File: config.mk
export PLATFORM = sky130hd
export DESIGN_NAME = sensor_i2c_target_port
export DESIGN_NICKNAME = d
export VERILOG_FILES = /design/src/rtl/sensor_i2c_pkg.sv /design/src/rtl/sensor_i2c_target_port.sv /design/src/rtl/bus_line_events.sv /design/src/rtl/bus_lockup_watchdog.sv
export VERILOG_INCLUDE_DIRS = /design/src /design/src/rtl
export SDC_FILE = /design/constraint.sdc
export NUM_CORES = 1
export LEC_CHECK = 0
export ABC_AREA = 1
export CAP_MARGIN = 20
export CORE_MARGIN = 10
export CORE_UTILIZATION = 50
export DETAILED_ROUTE_END_ITERATION = 6
export DONT_BUFFER_PORTS = 1
export GPL_TIMING_DRIVEN = 0
export SLEW_MARGIN = 25
export SYNTH_ARGS = -nofsm -noshare
export SYNTH_HDL_FRONTEND = slang
export SYNTH_SLANG_ARGS = --single-unit
export TNS_END_PERCENT = 100
File: constraint.sdc
create_clock -name ref_clk -period 2.2 [get_ports ref_clk]
set_clock_uncertainty 0.15 [all_clocks]
set_input_delay 0.22 -clock ref_clk [delete_from_list [all_inputs] [get_ports ref_clk]]
set_output_delay 0.22 -clock ref_clk [all_outputs]
set_load 0.02 [all_outputs]
File: src/rtl/sensor_i2c_regs.svh
// address, reset and timing constants of the sensor two-wire target port
`ifndef SENSOR_I2C_REGS_SVH
`define SENSOR_I2C_REGS_SVH

`define TGT_ADDR_HI 5'h04
`define REG_PTR_RST 8'h00
`define BYTE_ZERO 8'h00
`define PTR_STEP 8'h01
`define BIT_FIRST 3'h0
`define BIT_LAST 3'h7
`define WDOG_PERIOD_MS 50
`define CLK_FREQ_HZ 10000000
`define MS_PER_S 1000
`define WDOG_CYCLES ((`WDOG_PERIOD_MS * `CLK_FREQ_HZ) / `MS_PER_S)
`define WDOG_WIDTH 20
`define WDOG_ENABLE 1'h1

`endif

File: src/rtl/sensor_i2c_pkg.sv
// shared types of the sensor two-wire target port
package sensor_i2c_pkg;

    // byte phases of one transaction
    typedef enum logic [3:0] {
        ST_IDLE = 4'b0000,
        ST_ADDR = 4'b0001,
        ST_ADDR_ACK = 4'b0010,
        ST_REG = 4'b0011,
        ST_REG_ACK = 4'b0100,
        ST_WDATA = 4'b0101,
        ST_WDATA_ACK = 4'b0110,
        ST_RDATA = 4'b0111,
        ST_RACK = 4'b1000,
        ST_IGNORE = 4'b1001
    } port_state_t;

    // decoded line events, one cycle each except busy
    typedef struct packed {
        logic scl_rise;
        logic scl_fall;
        logic start;
        logic stop;
        logic busy;
    } bus_evt_t;

    // register write strobe towards the register file
    typedef struct packed {
        logic wr;
        logic [7:0] addr;
        logic [7:0] data;
    } reg_wr_t;

    // whole state of the target port
    typedef struct packed {
        port_state_t st;
        logic [2:0] bit_cnt;
        logic byte_full;
        logic [7:0] shift;
        logic [7:0] reg_ptr;
        logic [7:0] rd_ptr;
        logic rw;
        logic cont;
        logic sda_o;
        logic sda_oe;
        logic [1:0] strap;
        logic busy;
        logic lockup;
        reg_wr_t wr;
    } port_regs_t;

endpackage

File: src/rtl/sensor_i2c_target_port.sv
// two-wire target port: addressing, register pointer, byte read and write
`include "sensor_i2c_regs.svh"

module sensor_i2c_target_port #(
    parameter int WDOG_CYCLES = `WDOG_CYCLES,
    parameter int WDOG_W = `WDOG_WIDTH
) (
    // clock, reset and enable
    input wire logic ref_clk,
    input wire logic arst_n,
    input wire logic clk_en,
    // bus lines, data is open drain
    input wire logic scl_in,
    input wire logic sda_in,
    output logic sda_out,
    output logic sda_oe,
    // address straps
    input wire logic data_out_strap_pin,
    input wire logic chip_select_strap_pin,
    // register file side
    output sensor_i2c_pkg::reg_wr_t reg_wr,
    output logic [7:0] reg_rd_addr,
    input wire logic [7:0] reg_rd_data,
    // status
    output logic bus_busy,
    output logic port_reset
);
    import sensor_i2c_pkg::*;

    port_regs_t s;
    port_regs_t next_s;
    bus_evt_t evt;
    logic wdog_fire;
    logic [6:0] own_addr;
    logic abort;

    // line decoder
    bus_line_events u_events (
        .ref_clk(ref_clk),
        .arst_n(arst_n),
        .clk_en(clk_en),
        .scl_in(scl_in),
        .sda_in(sda_in),
        .evt(evt)
    );

    // watchdog watches our own pull-down against clock activity
    bus_lockup_watchdog #(
        .WDOG_CYCLES(WDOG_CYCLES),
        .WDOG_W(WDOG_W),
        .WDOG_ENABLE(`WDOG_ENABLE)
    ) u_watchdog (
        .ref_clk(ref_clk),
        .arst_n(arst_n),
        .clk_en(clk_en),
        .held(s.sda_oe),
        .activity(evt.scl_rise | evt.scl_fall),
        .fire(wdog_fire)
    );

    // strapped address; five fixed bits, ten-bit headers never match
    assign own_addr = {`TGT_ADDR_HI, s.strap};
    assign abort = wdog_fire | evt.start | evt.stop;

    // next state
    always_comb begin
        next_s = s;
        next_s.wr.wr = 1'b0;
        next_s.lockup = wdog_fire;
        next_s.busy = evt.busy;
        next_s.sda_o = 1'b0;
        next_s.strap = {chip_select_strap_pin, data_out_strap_pin};
        if (wdog_fire) begin
            // port reset; the pointer survives, only the transfer dies
            next_s.st = ST_IDLE;
            next_s.sda_oe = 1'b0;
            next_s.bit_cnt = `BIT_FIRST;
            next_s.byte_full = 1'b0;
        end else if (evt.start) begin
            // a repeated start reopens addressing from any phase
            next_s.st = ST_ADDR;
            next_s.sda_oe = 1'b0;
            next_s.bit_cnt = `BIT_FIRST;
            next_s.byte_full = 1'b0;
        end else if (evt.stop) begin
            next_s.st = ST_IDLE;
            next_s.sda_oe = 1'b0;
        end else begin
            case (s.st)
                ST_ADDR, ST_REG, ST_WDATA: begin
                    // shift in on the rising clock edge
                    if (evt.scl_rise && !s.byte_full) begin
                        next_s.shift = {s.shift[6:0], sda_in};
                        if (s.bit_cnt == `BIT_LAST) begin
                            next_s.byte_full = 1'b1;
                        end else begin
                            next_s.bit_cnt = s.bit_cnt + 3'h1;
                        end
                    end
                    // act on the fall after the eighth bit
                    if (evt.scl_fall && s.byte_full) begin
                        next_s.byte_full = 1'b0;
                        next_s.bit_cnt = `BIT_FIRST;
                        next_s.sda_oe = 1'b1;
                        if (s.st == ST_ADDR) begin
                            if (s.shift[7:1] == own_addr) begin
                                next_s.st = ST_ADDR_ACK;
                                next_s.rw = s.shift[0];
                                // reads restart at the written pointer
                                next_s.rd_ptr = s.reg_ptr;
                            end else begin
                                next_s.st = ST_IGNORE;
                                next_s.sda_oe = 1'b0;
                            end
                        end else if (s.st == ST_REG) begin
                            next_s.st = ST_REG_ACK;
                            next_s.reg_ptr = s.shift;
                            next_s.rd_ptr = s.shift;
                        end else begin
                            next_s.st = ST_WDATA_ACK;
                            next_s.wr.wr = 1'b1;
                            next_s.wr.addr = s.reg_ptr;
                            next_s.wr.data = s.shift;
                        end
                    end
                end
                ST_ADDR_ACK: begin
                    if (evt.scl_fall) begin
                        if (s.rw) begin
                            // first read byte, msb first
                            next_s.st = ST_RDATA;
                            next_s.shift = reg_rd_data;
                            next_s.sda_oe = ~reg_rd_data[7];
                        end else begin
                            next_s.st = ST_REG;
                            next_s.sda_oe = 1'b0;
                        end
                    end
                end
                ST_REG_ACK: begin
                    if (evt.scl_fall) begin
                        next_s.st = ST_WDATA;
                        next_s.sda_oe = 1'b0;
                    end
                end
                ST_WDATA_ACK: begin
                    // only one data byte per write; later bytes get no ack
                    if (evt.scl_fall) begin
                        next_s.st = ST_IGNORE;
                        next_s.sda_oe = 1'b0;
                    end
                end
                ST_RDATA: begin
                    // change data only while the clock is low
                    if (evt.scl_fall) begin
                        if (s.bit_cnt == `BIT_LAST) begin
                            next_s.st = ST_RACK;
                            next_s.sda_oe = 1'b0;
                            next_s.bit_cnt = `BIT_FIRST;
                            next_s.rd_ptr = s.rd_ptr + `PTR_STEP;
                        end else begin
                            next_s.bit_cnt = s.bit_cnt + 3'h1;
                            next_s.shift = {s.shift[6:0], 1'b0};
                            next_s.sda_oe = ~s.shift[6];
                        end
                    end
                end
                ST_RACK: begin
                    if (evt.scl_rise) begin
                        next_s.cont = ~sda_in;
                    end
                    if (evt.scl_fall) begin
                        if (s.cont) begin
                            next_s.st = ST_RDATA;
                            next_s.shift = reg_rd_data;
                            next_s.sda_oe = ~reg_rd_data[7];
                        end else begin
                            next_s.st = ST_IGNORE;
                            next_s.sda_oe = 1'b0;
                        end
                    end
                end
                ST_IDLE, ST_IGNORE: begin
                    next_s.sda_oe = 1'b0;
                end
                default: begin
                    next_s.st = ST_IDLE;
                    next_s.sda_oe = 1'b0;
                end
            endcase
        end
    end

    // state register; clock enable freezes everything
    always_ff @(posedge ref_clk or negedge arst_n) begin
        if (!arst_n) begin
            s <= '0;
            s.st <= ST_IDLE;
            s.bit_cnt <= `BIT_FIRST;
            s.shift <= `BYTE_ZERO;
            s.reg_ptr <= `REG_PTR_RST;
            s.rd_ptr <= `REG_PTR_RST;
        end else if (clk_en) begin
            s <= next_s;
        end
    end

    // outputs straight from the state register
    assign sda_out = s.sda_o;
    assign sda_oe = s.sda_oe;
    assign reg_wr = s.wr;
    assign reg_rd_addr = s.rd_ptr;
    assign bus_busy = s.busy;
    assign port_reset = s.lockup;
endmodule

File: src/rtl/bus_line_events.sv
// start, stop and clock edge decoder of the two-wire bus lines
module bus_line_events (
    // clock, reset and enable
    input wire logic ref_clk,
    input wire logic arst_n,
    input wire logic clk_en,
    // bus lines, synchronous to ref_clk
    input wire logic scl_in,
    input wire logic sda_in,
    // decoded events
    output sensor_i2c_pkg::bus_evt_t evt
);
    import sensor_i2c_pkg::*;

    typedef struct packed {
        logic scl_q;
        logic sda_q;
        logic seen_fall;
        logic busy;
    } line_state_t;

    line_state_t s;
    line_state_t next_s;
    logic start_c;
    logic stop_c;
    logic fall_c;

    // edges against the previous sample
    always_comb begin
        fall_c = s.scl_q & ~scl_in;
        start_c = s.scl_q & scl_in & s.sda_q & ~sda_in;
        // a stop needs a clock fall since the start
        stop_c = s.scl_q & scl_in & ~s.sda_q & sda_in & s.seen_fall;
        next_s.scl_q = scl_in;
        next_s.sda_q = sda_in;
        next_s.seen_fall = ~start_c & (s.seen_fall | fall_c);
        next_s.busy = start_c | (s.busy & ~stop_c);
        evt.scl_rise = ~s.scl_q & scl_in;
        evt.scl_fall = fall_c;
        evt.start = start_c;
        evt.stop = stop_c;
        evt.busy = s.busy;
    end

    // idle bus reads high on both lines
    always_ff @(posedge ref_clk or negedge arst_n) begin
        if (!arst_n) begin
            s <= '{1'b1, 1'b1, 1'b1, 1'b0};
        end else if (clk_en) begin
            s <= next_s;
        end
    end
endmodule

File: src/rtl/bus_lockup_watchdog.sv
// lock-up watchdog: fires when the port holds the data line too long
`include "sensor_i2c_regs.svh"

module bus_lockup_watchdog #(
    parameter int WDOG_CYCLES = `WDOG_CYCLES,
    parameter int WDOG_W = `WDOG_WIDTH,
    parameter logic WDOG_ENABLE = `WDOG_ENABLE
) (
    // clock, reset and enable
    input wire logic ref_clk,
    input wire logic arst_n,
    input wire logic clk_en,
    // observed port signals
    input wire logic held,
    input wire logic activity,
    // one-cycle port reset request
    output logic fire
);
    import sensor_i2c_pkg::*;

    localparam logic [WDOG_W-1:0] WDOG_LAST = WDOG_W'(WDOG_CYCLES - 1);

    typedef struct packed {
        logic [WDOG_W-1:0] cnt;
        logic fire;
    } wdog_state_t;

    wdog_state_t s;
    wdog_state_t next_s;

    // any clock edge proves the bus alive, so only a stuck line counts
    always_comb begin
        next_s = s;
        next_s.fire = 1'b0;
        if (!WDOG_ENABLE || !held || activity) begin
            next_s.cnt = '0;
        end else if (s.cnt == WDOG_LAST) begin
            next_s.cnt = '0;
            next_s.fire = 1'b1;
        end else begin
            next_s.cnt = s.cnt + 1'b1;
        end
    end

    always_ff @(posedge ref_clk or negedge arst_n) begin
        if (!arst_n) begin
            s <= '0;
        end else if (clk_en) begin
            s <= next_s;
        end
    end

    assign fire = s.fire;
endmodule

# == Word level (Yosys, flattened, before mapping) ==
# Cells that the tools add are included.
# totals
mem_bits_rw,0
latch_bits,0
output_inout_bits,29
rom_bits,0
wordCells,177
regBits,81
in_bits,15
memories,0
# op_classes
n_div,0
reduce_logical,25
n_eq_ne,36
shift,0
addsub,3
n_mux,68
n_mul,0
bitwise,24
n_lt_le_gt_ge,0
# ops
operator,n
$mux W17,8
$mux W8,14
$mux W20,2
$mux W4,9
$pmux W8 S4,1
$mux W30,1
$ne A5 B1 Y1 const B,6
$pmux W4 S7,1
$reduce_and A8 Y1,3
$mux W1,21
$add A20 B1 Y20 const B,1
$eq A20 B19 Y1 const B,1
$reduce_and A6 Y1,3
$eq A4 B3 Y1 const B,4
$mux W16,1
$pmux W8 S2,1
$reduce_bool A4 Y1,4
$mux W12,1
$ne A2 B2 Y1 const B,6
$reduce_and A12 Y1,1
$not A1 Y1,11
$and A1 B1 Y1,10
$ne A5 B2 Y1 const B,2
$ne A5 B3 Y1 const B,2
other kinds (29),42

# == Depth between registers and ports, before layout ==
# logic_depth
depth_word,9
ltp_mapped,12
ltp_nobuf,12

# == Hierarchy ==
# Synthesis repeated with hierarchy kept, for this count alone.
# unflattened
cells_unflattened,701
area_unflattened_um2,5084.9
# modules_own_cells
module,area_per_inst_um2,instances,cells_each,seq_area_each_um2
sensor_i2c_target_port,3510.9,1,481,1401.3
bus_lockup_watchdog,1332.5,1,188,525.5
bus_line_events,241.5,1,32,103.8

# == Worst setup path after synthesis ==
# OpenSTA, ideal clock, no wires.
# synth_timing
path_kind,register to register
from,register u_events.s[3] (netlist name)
to,register s (netlist bit reg_wr[12])
path_slack_ns,0.359
path_buffers,1
stages_incl_launch_ff,13
synth_period_minus_slack_ns,1.841
t_arrival_ns,1.618
t_required_ns,1.976
cell_sequence,dfstp_2 -> ha_1 -> inv_1 -> nor2_1 -> nand2_1 -> nand2_1 -> nor2_1 -> inv_1 -> nor2_2 -> nand2_2 -> buf_6 -> nand2_1 -> o21ai_2
# synth_between
elab_chain_cells,6
# synth_rtl
element,line,rtl
start: declaration,bus_line_events.sv:22,line_state_t s;
start signal: assignment,bus_line_events.sv:48,"s <= '{1'b1, 1'b1, 1'b1, 1'b0};"
start signal: assignment,bus_line_events.sv:50,s <= next_s;
$and A1 B1 Y1,"bus_line_events.sv:31, bus_line_events.sv:33",
$and A1 B1 Y1 (3 in series),bus_line_events.sv:33,stop_c = s.scl_q & scl_in & ~s.sda_q & sda_in & s.seen_fall;
$not A1 Y1 (no line),n/a,
$reduce_and A8 Y1 (no line) (*),n/a,
end signal: assignment,sensor_i2c_target_port.sv:204,s <= next_s;
end: declaration,sensor_i2c_target_port.sv:30,port_regs_t s;
# Every way passes the cells marked *; elsewhere a longest branch is shown, timed or not.
# A chain may end at the register's enable or synchronous reset.

# == Worst setup path after layout ==
# layout_timing
from,register u_events.s[3] (netlist name)
to,register s (netlist bit reg_wr[14])
# The elaborated chain is that of the path after synthesis.

==> key figures <==
Finish
  • Number of diodes: 0
  • Area Overhead vs Synth: 12.2%
  • Share of layout cells above drive strength 1: 0.155
  • Commonest non-fill, non-tap cell in the layout: nand2_1
  • Layout Nets: 701
  • Commonest cells after routing, fill and taps aside: nand2_1, dfrtp_1, inv_1, nor2_1, o21ai_0
  • Fillers: 923

Logic synthesis
  • Ys Warns: 0
  • Main synth FF type: dfrtp_1
  • Synth top area share: 0.407
  • Syn Nets: between 600 and 700
  • FF+latch count, synth: just over 80
  • Cell count after synthesis: 650
  • Post-Syn Area: about 4800 um^2
  • Distinct cell type count after synthesis: 36
  • Ranking of synthesized cells by area: dfrtp_1, nand2_1, inv_1
  • Dominant cell type by area after synthesis: dfrtp_1
  • Post-synth ARST share: 1.00
  • Post-synth EDFFs: 0
  • Sequential area share after synthesis: 0.423
  • Synthesized area per cell: roughly 7.4 um^2

STA
  • Highest clock rate: 492 MHz
  • Slew Limit Fails: 0
  • Final setup TNS: 0 ns
  • RSZ-0062 raised after global routing: no
  • Final setup fails: 0
  • Final worst slack: around 0.17 ns
  • Tmin final: 2.03 ns
  • Tcrit/Tclk final: 0.924
  • Final-report hold violation count: about 80
  • Hold Slack: -0.623 ns

Routing
  • Via/cell ratio: about 5.2
  • DRC violations left: 0
  • Routed wl met3: about 690 um
  • Pre-Repair DR Iteration Count: 5
  • DR WL/cell: 14.4 um
  • Via count: 4251
  • Iter 0 DRT Violations: about 270
  • Routed wire length: 11.7 mm
  • Routed met2 length: 5.51 mm
  • DRT antenna net count: 0
  • Top Layer Used: met4
  • Wire length on met1: 5.32 mm

Worst setup path
  • Cell depth of the worst flop-to-flop path: 12
  • Critical Setup Path Class: flop to flop
  • CP arrival: 2.19 ns
  • Worst reg2reg startpoint: u_events.s[3]
  • Critical Path RT: between 2 and 2.5 ns
  • Worst setup SP type: flop
  • Reg2reg setup slack: around 0.17 ns
  • R2R Path End: reg_wr[14]
  • CP Capture Type: flop
  • Crit path launch: u_events.s[3]
  • Max FO, Critical Path: 10

CTS
  • CTS tree: done
  • Clock Pin Slew Worst Setup and Hold Paths: ~0.1 ns
  • Clk_lat worst skew: between 0.3 and 0.4 ns
  • Max Buffers Root-to-Sink: 2
  • Num CTS Buffers: 9
  • CTS Hold Bufs: 13
  • CTS sink count: 81
  • Htree depth: 3
  • Clock root buffer: clkbuf_8

Global route
  • Number of global-route vias before repair: roughly 4000
  • Largest net degree at the start of global routing: 82
  • Initial antenna violation count: 0
  • Overflow after GRT: 0
  • Tot GR Track Use: 0.172
  • First-pass GRT wire length: approximately 20 mm

Job
  • Maxcap violations: 0

Die
  • Initial core utilization: 0.517
  • Area of the core: just over 9000 um^2
  • Rows: 35
  • Die X-Extent: between 100 and 150 um
  • Die area: 13900 um^2
  • Top-Level Pins: 44
  • Die height: ~120 um

Outcome
  • Status: complete, but fails checks
  • Failing checks: hold timing

Placement
  • Final Wtd Congestion: 0.933
  • Dpl ws: 0.0196 ns
  • Port bufs: 0
  • Dpl hpwl: just under 9 mm

Power
  • Max IR drop VDD: approximately 0.37 mV
  • Clk pwr share: 0.274
  • Internal: ~2.7 mW
  • Sequential share of power: 0.442
  • Combinational Power Share: 0.284
  • Power Dens Cells: between 700 and 800 nW/um^2
  • Switch share: 0.369
  • NetSw: 1.58 mW
  • Leakage Power: ~2.7 nW

Min path
  • Worst Hold Class: input pin to async pin
-- critical path: stages (launching register included) --
cell and delay (ns):
dfstp_2 0.56, ha_1 0.16, inv_1 0.04, nor2_1 0.08
nand2_1 0.15, nand2_1 0.15, nor2_2 0.05, inv_2 0.12
nor2_2 0.08, nand2_4 0.12, buf_6 0.18, nand2_1 0.06
o21ai_1 0.07
-- registers in the layout, summed over array words and instances, names as in the netlist, 2 cells and up --
name and count:
own_addr 2, reg_rd_addr 8, reg_wr 17, s 26, u_events.s 3, u_watchdog.s 20
-- logic make-up (layout without fill, tap and decap cells) --
kind of cell | Yosys count | count (layout) | synth area share
other cells | 1 | 1 | 0.000782
flops | 81 | 81 | 0.423
compound gates | 94 | 94 | 0.110
fa+ha+maj | 7 | 7 | 0.0183
xor+xnor | 8 | 8 | 0.0146
simple gates | 343 | 343 | 0.314
buf+inv | 116 | 150 | 0.119
-- layout make-up --
class                           instances  area, um^2  share of cell area
Buffer                                 37         275              0.0511
Timing Repair Buffer                   18         193              0.0358
Clock inverter                          7        83.8              0.0156
Sequential cell                        81        2030               0.377
Tap cell                              129         161              0.0300
Inverter                               79         299              0.0555
Clock buffer                            9         124              0.0230
Multi-Input combinational cell        453        2220               0.412
-- routing by layer --
layer | track usage | up-vias
met5 | 0 | -
met4 | 0.0533 | 0
met3 | 0.0398 | 16
met2 | 0.281 | 113
met1 | 0.219 | 2012
li1 | - | 2110
-- per-stage QoR --
| step | cells | utilization | instance area (um^2) | power [mW] | hold slack [ns] |
|---|---|---|---|---|---|
| floorplan | 650 | - | 4800 | 2.84 | -0.226 |
| global placement | 779 | 0.534 | 4960 | 3.06 | -0.223 |
| detailed placement | 779 | 0.534 | 4960 | 3.08 | -0.223 |
| CTS | 808 | 0.571 | 5300 | 4.29 | -0.634 |
| global route | 813 | 0.580 | 5380 | 4.60 | -0.645 |
| finish | 813 | 0.580 | 5380 | 4.29 | -0.623 |
-- worst max path at each step --
stage | to | slack [ns] | depth (start not counted)
2_1_floorplan | reg_wr[12] | 0.36 | 12
3_3_place_gp | reg_wr[14] | 0.04 | 10
3_5_place_dp | reg_wr[14] | 0.02 | 10
4_1_cts | reg_wr[12] | 0.0005 | 10
5_1_grt | s[39] | 0.009 | 11
6_report | reg_wr[14] | 0.17 | 12
-- Yosys cell counts, types with 8 or more instances --
| cell type | count |
|---|---|
| dfrtp_1 | 78 |
| nor2_2 | 8 |
| nand2_1 | 191 |
| o21ai_0 | 49 |
| buf_4 | 27 |
| nand3_1 | 38 |
| a21oi_1 | 11 |
| nand4_1 | 17 |
| nor2_1 | 66 |
| o21ai_2 | 9 |
| inv_1 | 72 |
| o21ai_1 | 12 |
-- power groups by stage --
stage | Combinational [mW] | Clock, mW | Sequential (mW)
after global placement | 1.14 | 0 | 1.91
after detailed placement | 1.16 | 0 | 1.92
final | 1.22 | 1.18 | 1.90
after global routing | 1.38 | 1.29 | 1.93
after CTS | 1.19 | 1.21 | 1.89
after floorplan | 0.969 | 0 | 1.87
-- timing repair --
action | CTS | global route
setup buffers | 0 | 5
resized for setup | 0 | 10
hold endpoints to repair | 95 | 81
setup endpoints to repair | 0 | 43
Power figures use the tool's default switching activity.
